File: src/i2c_slave_pkg.sv
// package: constants and state types for the i2c slave sequencer
package i2c_slave_pkg;
  localparam int unsigned SYS_CLK_HZ = 20000000;
  localparam logic [3:0] BIT_COUNT_RESET = 4'h0;
  localparam logic [3:0] ACK_BIT_INDEX = 4'h9;
  localparam logic [3:0] DATA_BITS = 4'h8;
  localparam logic [7:0] BYTE_RESET = 8'h00;
  localparam logic [6:0] OWN_ADDR_RESET = 7'h00;

  typedef enum logic [2:0] {
    ST_IDLE,
    ST_ADDR,
    ST_IGNORE,
    ST_RX,
    ST_TX
  } seq_state_t;
endpackage : i2c_slave_pkg

File: src/i2c_pin_sync.sv
// two-flop synchroniser with match filter for a bus pin
`timescale 1ns/100ps
module i2c_pin_sync (
  input wire logic sys_clk,
  input wire logic arst_n,
  input wire logic pin_in,
  output logic pin_out
);
  typedef struct packed {
    logic s1;
    logic s2;
    logic s3;
    logic lvl;
  } sync_t;
  sync_t q;
  sync_t d;

  always_comb begin
    d = q;
    d.s1 = pin_in;
    d.s2 = q.s1;
    d.s3 = q.s2;
    if (q.s2 == q.s3) begin
      d.lvl = q.s3;
    end
  end

  always_ff @(posedge sys_clk or negedge arst_n) begin
    if (!arst_n) begin
      q <= '{s1: 1'b1, s2: 1'b1, s3: 1'b1, lvl: 1'b1};
    end else begin
      q <= d;
    end
  end

  assign pin_out = q.lvl;
endmodule : i2c_pin_sync

File: src/i2c_slave_seq.sv
// i2c slave receive / transmit sequencer with flags and scl hold
`timescale 1ns/100ps
module i2c_slave_seq (
  input wire logic sys_clk,
  input wire logic arst_n,
  input wire logic scl_in,
  input wire logic sda_in,
  output logic scl_out,
  output logic scl_oe_n,
  output logic sda_out,
  output logic sda_oe_n,
  input wire logic [6:0] own_addr,
  input wire logic handshake_hold_en,
  input wire logic irq_enable,
  input wire logic stop_irq_mask,
  input wire logic ext_addr_match_flag,
  input wire logic ack_data_wr,
  input wire logic ack_data_wval,
  input wire logic tx_select_wr,
  input wire logic tx_select_wval,
  input wire logic irq_flag_clr,
  input wire logic xfer_request_clr,
  input wire logic stop_flag_clr,
  input wire logic data_reg_wr,
  input wire logic [7:0] data_reg_wdata,
  input wire logic data_reg_rd,
  output logic [7:0] data_reg_rdata,
  output logic ack_data_bit,
  output logic tx_select,
  output logic irq_flag,
  output logic xfer_request_flag,
  output logic rx_buf_full,
  output logic tx_buf_empty,
  output logic bus_busy_flag,
  output logic stop_flag,
  output logic error_stop_flag,
  output logic irq_out
);
  // ***************************************************************
  // state
  // ***************************************************************
  typedef struct packed {
    i2c_slave_pkg::seq_state_t st;
    logic scl_p;
    logic sda_p;
    logic [3:0] bit_cnt;
    logic [7:0] shift_reg;
    logic [7:0] rx_buffer;
    logic [7:0] data_reg;
    logic tx_loaded;
    logic rx_pending;
    logic sda_low;
    logic scl_hold;
    logic ack_data_bit;
    logic tx_select;
    logic irq_flag;
    logic xfer_request_flag;
    logic rx_buf_full;
    logic tx_buf_empty;
    logic bus_busy_flag;
    logic stop_flag;
    logic error_stop_flag;
    logic irq_out;
  } seq_t;
  seq_t q;
  seq_t d;
  logic scl_s;
  logic sda_s;
  logic scl_rise;
  logic scl_fall;
  logic start_det;
  logic stop_det;

  // ***************************************************************
  // pin synchronisers
  // ***************************************************************
  i2c_pin_sync u_scl_sync (
    .sys_clk(sys_clk),
    .arst_n(arst_n),
    .pin_in(scl_in),
    .pin_out(scl_s)
  );
  i2c_pin_sync u_sda_sync (
    .sys_clk(sys_clk),
    .arst_n(arst_n),
    .pin_in(sda_in),
    .pin_out(sda_s)
  );

  assign scl_rise = scl_s && !q.scl_p;
  assign scl_fall = !scl_s && q.scl_p;
  assign start_det = scl_s && q.scl_p && q.sda_p && !sda_s;
  assign stop_det = scl_s && q.scl_p && !q.sda_p && sda_s;

  // ***************************************************************
  // sequencer
  // ***************************************************************
  always_comb begin
    d = q;
    d.scl_p = scl_s;
    d.sda_p = sda_s;
    // software clears first so hardware sets win
    if (irq_flag_clr) begin
      d.irq_flag = 1'b0;
    end
    if (xfer_request_clr) begin
      d.xfer_request_flag = 1'b0;
    end
    if (stop_flag_clr) begin
      d.stop_flag = 1'b0;
      d.error_stop_flag = 1'b0;
    end
    if (ack_data_wr) begin
      d.ack_data_bit = ack_data_wval;
    end
    if (tx_select_wr) begin
      d.tx_select = tx_select_wval;
    end
    // data register read
    if (data_reg_rd) begin
      d.rx_buf_full = 1'b0;
      if (!q.tx_select) begin
        d.sda_low = 1'b0;
      end
      if (q.scl_hold && (q.st == i2c_slave_pkg::ST_RX || !q.tx_select)) begin
        d.scl_hold = 1'b0;
      end
      if (q.rx_pending) begin
        d.rx_buffer = q.shift_reg;
        d.rx_pending = 1'b0;
        d.rx_buf_full = 1'b1;
        d.irq_flag = 1'b1;
      end
    end
    // data register write in transmit
    if (data_reg_wr && q.tx_select) begin
      d.data_reg = data_reg_wdata;
      d.tx_buf_empty = 1'b0;
      d.tx_loaded = 1'b1;
    end
    // load shifter while scl is stretched in transmit
    if (q.tx_loaded && q.st == i2c_slave_pkg::ST_TX && q.scl_hold) begin
      d.shift_reg = q.data_reg;
      d.tx_loaded = 1'b0;
      d.tx_buf_empty = 1'b1;
      d.irq_flag = 1'b1;
      d.scl_hold = 1'b0;
      d.sda_low = !q.data_reg[7];
      d.bit_cnt = i2c_slave_pkg::BIT_COUNT_RESET;
    end

    if (start_det) begin
      d.bus_busy_flag = 1'b1;
      d.st = i2c_slave_pkg::ST_ADDR;
      d.bit_cnt = i2c_slave_pkg::BIT_COUNT_RESET;
      d.sda_low = 1'b0;
      d.scl_hold = 1'b0;
    end else if (stop_det) begin
      d.bus_busy_flag = 1'b0;
      if (q.bit_cnt <= 4'h1 || q.st == i2c_slave_pkg::ST_IDLE ||
          q.st == i2c_slave_pkg::ST_IGNORE) begin
        d.stop_flag = 1'b1;
      end else begin
        d.error_stop_flag = 1'b1;
      end
      if (!stop_irq_mask) begin
        d.irq_flag = 1'b1;
      end
      d.st = i2c_slave_pkg::ST_IDLE;
      d.sda_low = 1'b0;
      d.scl_hold = 1'b0;
      d.bit_cnt = i2c_slave_pkg::BIT_COUNT_RESET;
    end else if (q.st != i2c_slave_pkg::ST_IDLE &&
                 q.st != i2c_slave_pkg::ST_IGNORE) begin
      if (scl_rise) begin
        if (q.bit_cnt < i2c_slave_pkg::DATA_BITS) begin
          d.bit_cnt = q.bit_cnt + 4'h1;
          if (q.st != i2c_slave_pkg::ST_TX) begin
            d.shift_reg = {q.shift_reg[6:0], sda_s};
          end
        end else begin
          // rising edge of the 9th clock
          d.bit_cnt = i2c_slave_pkg::ACK_BIT_INDEX;
          case (q.st)
            i2c_slave_pkg::ST_ADDR: begin
              d.irq_flag = 1'b1;
              d.tx_select = q.shift_reg[0];
              if (q.shift_reg[0]) begin
                d.st = i2c_slave_pkg::ST_TX;
                d.tx_buf_empty = 1'b1;
              end else begin
                d.st = i2c_slave_pkg::ST_RX;
              end
            end
            i2c_slave_pkg::ST_RX: begin
              d.irq_flag = 1'b1;
              if (ext_addr_match_flag) begin
                d.xfer_request_flag = 1'b1;
              end
              if (!q.rx_buf_full || data_reg_rd) begin
                d.rx_buffer = q.shift_reg;
                d.rx_buf_full = 1'b1;
              end else begin
                d.rx_pending = 1'b1;
              end
            end
            i2c_slave_pkg::ST_TX: begin
              d.ack_data_bit = sda_s;
              d.irq_flag = 1'b1;
            end
            default: begin
              d.st = q.st;
            end
          endcase
        end
      end else if (scl_fall) begin
        case (q.bit_cnt)
          4'h7: begin
            if (q.st == i2c_slave_pkg::ST_TX) begin
              // last data bit of the byte
              d.sda_low = !q.shift_reg[0];
            end
          end
          4'h8: begin
            if (q.st == i2c_slave_pkg::ST_ADDR) begin
              if (q.shift_reg[7:1] == own_addr) begin
                d.sda_low = 1'b1;
              end else begin
                d.st = i2c_slave_pkg::ST_IGNORE;
              end
            end else if (q.st == i2c_slave_pkg::ST_RX) begin
              d.sda_low = !q.ack_data_bit;
            end else begin
              d.sda_low = 1'b0; // release for master ack
            end
          end
          i2c_slave_pkg::ACK_BIT_INDEX: begin
            d.bit_cnt = i2c_slave_pkg::BIT_COUNT_RESET;
            d.sda_low = 1'b0;
            if (q.st == i2c_slave_pkg::ST_TX) begin
              if (q.tx_loaded) begin
                d.shift_reg = q.data_reg;
                d.tx_loaded = 1'b0;
                d.tx_buf_empty = 1'b1;
                d.irq_flag = 1'b1;
                d.sda_low = !q.data_reg[7];
              end else begin
                d.scl_hold = 1'b1;
              end
            end else if (q.st == i2c_slave_pkg::ST_RX &&
                         handshake_hold_en && !data_reg_rd) begin
              d.scl_hold = 1'b1;
            end
          end
          default: begin
            if (q.st == i2c_slave_pkg::ST_TX) begin
              d.sda_low = !q.shift_reg[3'(4'h7 - q.bit_cnt)];
            end
          end
        endcase
      end
    end
    d.irq_out = d.irq_flag && irq_enable;
  end

  always_ff @(posedge sys_clk or negedge arst_n) begin
    if (!arst_n) begin
      q <= '0;
      q.st <= i2c_slave_pkg::ST_IDLE;
      q.scl_p <= 1'b1;
      q.sda_p <= 1'b1;
    end else begin
      q <= d;
    end
  end

  // ***************************************************************
  // outputs
  // ***************************************************************
  assign scl_out = 1'b0;
  assign scl_oe_n = !q.scl_hold;
  assign sda_out = 1'b0;
  assign sda_oe_n = !q.sda_low;
  assign data_reg_rdata = q.rx_buffer;
  assign ack_data_bit = q.ack_data_bit;
  assign tx_select = q.tx_select;
  assign irq_flag = q.irq_flag;
  assign xfer_request_flag = q.xfer_request_flag;
  assign rx_buf_full = q.rx_buf_full;
  assign tx_buf_empty = q.tx_buf_empty;
  assign bus_busy_flag = q.bus_busy_flag;
  assign stop_flag = q.stop_flag;
  assign error_stop_flag = q.error_stop_flag;
  assign irq_out = q.irq_out;
endmodule : i2c_slave_seq

File: config.mk
export PLATFORM = sky130hd
export DESIGN_NAME = i2c_slave_seq
export DESIGN_NICKNAME = d
export VERILOG_FILES = /design/src/i2c_slave_pkg.sv /design/src/i2c_pin_sync.sv /design/src/i2c_slave_seq.sv
export SDC_FILE = /design/constraint.sdc
export NUM_CORES = 1
export LEC_CHECK = 0
export BUFFER_PORTS_ARGS = -buffer_cell sky130_fd_sc_hd__buf_2
export CORE_MARGIN = 2
export CORE_UTILIZATION = 40
export CTS_BUF_LIST = sky130_fd_sc_hd__clkbuf_8 sky130_fd_sc_hd__clkbuf_16
export CTS_CLUSTER_SIZE = 14
export DETAILED_ROUTE_END_ITERATION = 6
export PLACE_DENSITY = 0.6
export SYNTH_ARGS = -nofsm -noshare
export SYNTH_HDL_FRONTEND = slang
export SYNTH_HIERARCHICAL = 1
export SYNTH_SLANG_ARGS = --single-unit
File: constraint.sdc
create_clock -name sys_clk -period 4.08 [get_ports sys_clk]
set_input_delay 0.408 -clock sys_clk [delete_from_list [all_inputs] [get_ports sys_clk]]
set_output_delay 0.408 -clock sys_clk [all_outputs]
set_load 0.02 [all_outputs]
==> metrics.txt <==
run status complete, no violations; period utilisation layout 60.29%; Clock Sinks 55; post-cts resize count 0; Yosys warnings 6; final hold viol count 0; Placed Cells 415; Leak 1.488 nW; Netlist Area Pre-Place 2964 µm²; Synth Instances 286; placed cell areas 3214 µm²; final cell count without fillers 423; Sum Neg Setup Slack 0 ns; Yosys top cell area share 37.99%; area leader, netlist dfrtp_1; ranking of synthesized cells by area dfrtp_1 (38%), dfstp_2 (8.9%), mux2_2 (6.1%); WP data required 4.29 ns; GRT overflow 0; asr flop ratio synth 100.0%; syn_area_per_cell 10.36 µm²; clk_skew 0.005643 ns; drc violations 0; Critical Path AT 2.67 ns; CTS tree done; Worst path max stage delay 0.58 ns; share of post-route cells with drive strength above 1 29.94%; grt met1 use 23.91%; Final nets 361; antenna viol nets, final 0; fin worst setup slack 1.620 ns; clk buf depth 2; Final HPWL DP 4750 µm; Die Area 8114 µm²; Hold WC Path Type input pin to flop; Hold WS 0.1785 ns; Filler cells 729; Initial Utilization 41.09%; clk_lat worst skew 0.32 ns; die height 90.08 µm; global-route wire length before repair 11040 µm; DRT iter0 DRCs 294; Peak supply drop 0.1855 mV; H-tree lvl count 2; Crit-path slowest cell dfstp_2; Cell Chain, Critical Path ha_1, nand2_1, a211oi_1, o21ai_1, o21ai_4, mux2_2; row count 31; detailed-route wire length per cell 15.36 µm; Hold Buf Count CTS 0; DR pass1 iterations 5; crit path launch type flop; Post-synth EDFFs 0; Core ar. 7214 µm²; DR vias 2289; CTS clk-pin slew, worst paths 0.10 ns; Routed WL 6498 µm; Layout Utilization 46.17%; Seq cells post-synth 55; GRT met2 Usage 25.88%; CP Capture Type flop; Slew headroom 54.18%; Design Area, Final 3331 µm²; Max Fclk 406.5 MHz; Post-CTS Setup Bufs 0; Worst Path Max Fanout 11; Setup CP Type flop to flop; vias in the first global route 2239; GRT busiest layer met2; post-synthesis cell type count 61; unrepaired setup endpoints after global routing no; actual slew at the worst max-slew pin 0.6873 ns; Setup-failing EPs final 0; M3 GR Usage 2.179%; Inserted Clock Buffers 5; routability cong. 0.9072; DP Worst Slack 1.629 ns; Port Buf Inserts 51; GR Util All Layers 16.67%; Seq/Total Area, Yosys 46.86%; CTS Root Cell clkbuf_8; max-slew violation count 0; Layout area overhead 12.37%; fin crit period 2.460 ns; pwr dens 395.2 nW/µm²; post-DR vias/cell 5.411; Tot Pwr 1.316 mW; Max Cap Viol 0; Primary FF master, synth dfrtp_1; diode count 0; Die Width 90.08 µm; largest net degree at the start of global routing 56; initial antenna violation count 0; I/O pins 54
==> worst max-delay path: cells and delay by family, from the launching register on <==
kind            cells  cell delay, ns
simple gates        1            0.28
mux                 1            0.38
compound gates      3            0.74
flops               1            0.58
fa+ha+maj           1            0.37
==> kinds of logic after synthesis <==
| family | Yosys count | share of synthesized area [%] |
|---|---|---|
| compound gates | 67 | 16.04 |
| xor+xnor | 9 | 2.659 |
| fa+ha+maj | 8 | 3.292 |
| buf+inv | 42 | 7.134 |
| flops | 55 | 46.86 |
| mux | 25 | 9.202 |
| other cells | 1 | 0.1265 |
| simple gates | 79 | 14.69 |
==> synthesized netlist by cell type, drive strengths merged, types with 6 or more instances <==
master / count
ha: 6
o21ai: 18
dfrtp: 45
xnor2: 7
a22oi: 10
nand2: 19
clkbuf: 7
inv: 19
nand2b: 6
nor3: 8
dfstp: 10
a21oi: 12
mux2: 18
nor2: 12
buf: 16
mux2i: 7
==> cell usage in the layout, fill, tap and decap left out, types with 2 or more instances in the layout <==
cell and count:
a211oi_1 3, a21oi_1 12, a22oi_1 10, a31oi_1 5, and2_1 2, and3_1 2
buf_2 51, clkbuf_8 5, conb_1 2, dfrtp_1 45, dfstp_2 10, ha_1 6
inv_1 19, maj3_2 2, mux2_1 2, mux2_2 16, mux2i_1 7, nand2_1 18
nand2b_1 6, nand3_1 5, nand3b_1 4, nand4_1 2, nor2_1 12, nor2b_1 3
nor3_1 8, nor4_1 5, o2111ai_1 3, o21ai_0 16, o31ai_1 2, xnor2_1 7
xor2_1 2
==> final cells by class <==
class / instances / area, µm² / share of cell area (%)
sequential: 55 / 1389 / 41.70
multi-input combinational: 190 / 1368 / 41.06
timing repair buffer: 52 / 262.8 / 7.889
tap: 99 / 123.9 / 3.719
inverter: 19 / 71.32 / 2.141
clock buffer: 5 / 68.82 / 2.066
clock inverter: 3 / 47.55 / 1.428
==> metal layers <==
metal	vias up	part of all wire, %
li1	1093	-
met5	-	0
met2	83	47
met3	9	4.0
met1	1104	46
met4	0	2.2
==> power by group <==
part	leakage [nW]	internal (mW)	total [mW]	switching [mW]
combinational	0.734	0.105	0.235	0.130
clock	0.0587	0.186	0.381	0.194
sequential	0.695	0.607	0.701	0.0935
==> path summary, 6_finish.rpt <==
check | start | to | slack (ns) | cells after the start
max | u_scl_sync/pin_out$_DFFE_PN1N_ | data_reg_rdata[1]$_DFF_PN0_ | 1.62 | 6
min | scl_in | u_scl_sync/d[2]$_DFF_PN1_ | 0.18 | 1
max reg2reg | u_scl_sync/pin_out$_DFFE_PN1N_ | data_reg_rdata[1]$_DFF_PN0_ | 1.62 | 6
min reg2reg | u_scl_sync/d[2]$_DFF_PN1_ | u_scl_sync/d[1]$_DFF_PN1_ | 0.36 | 0
max in group asynchronous | arst_n | data_reg_rdata[0]$_DFF_PN0_ | 3.42 | 2
min in group asynchronous | arst_n | error_stop_flag$_DFF_PN0_ | 0.21 | 2
Power figures use the tool's default switching activity.
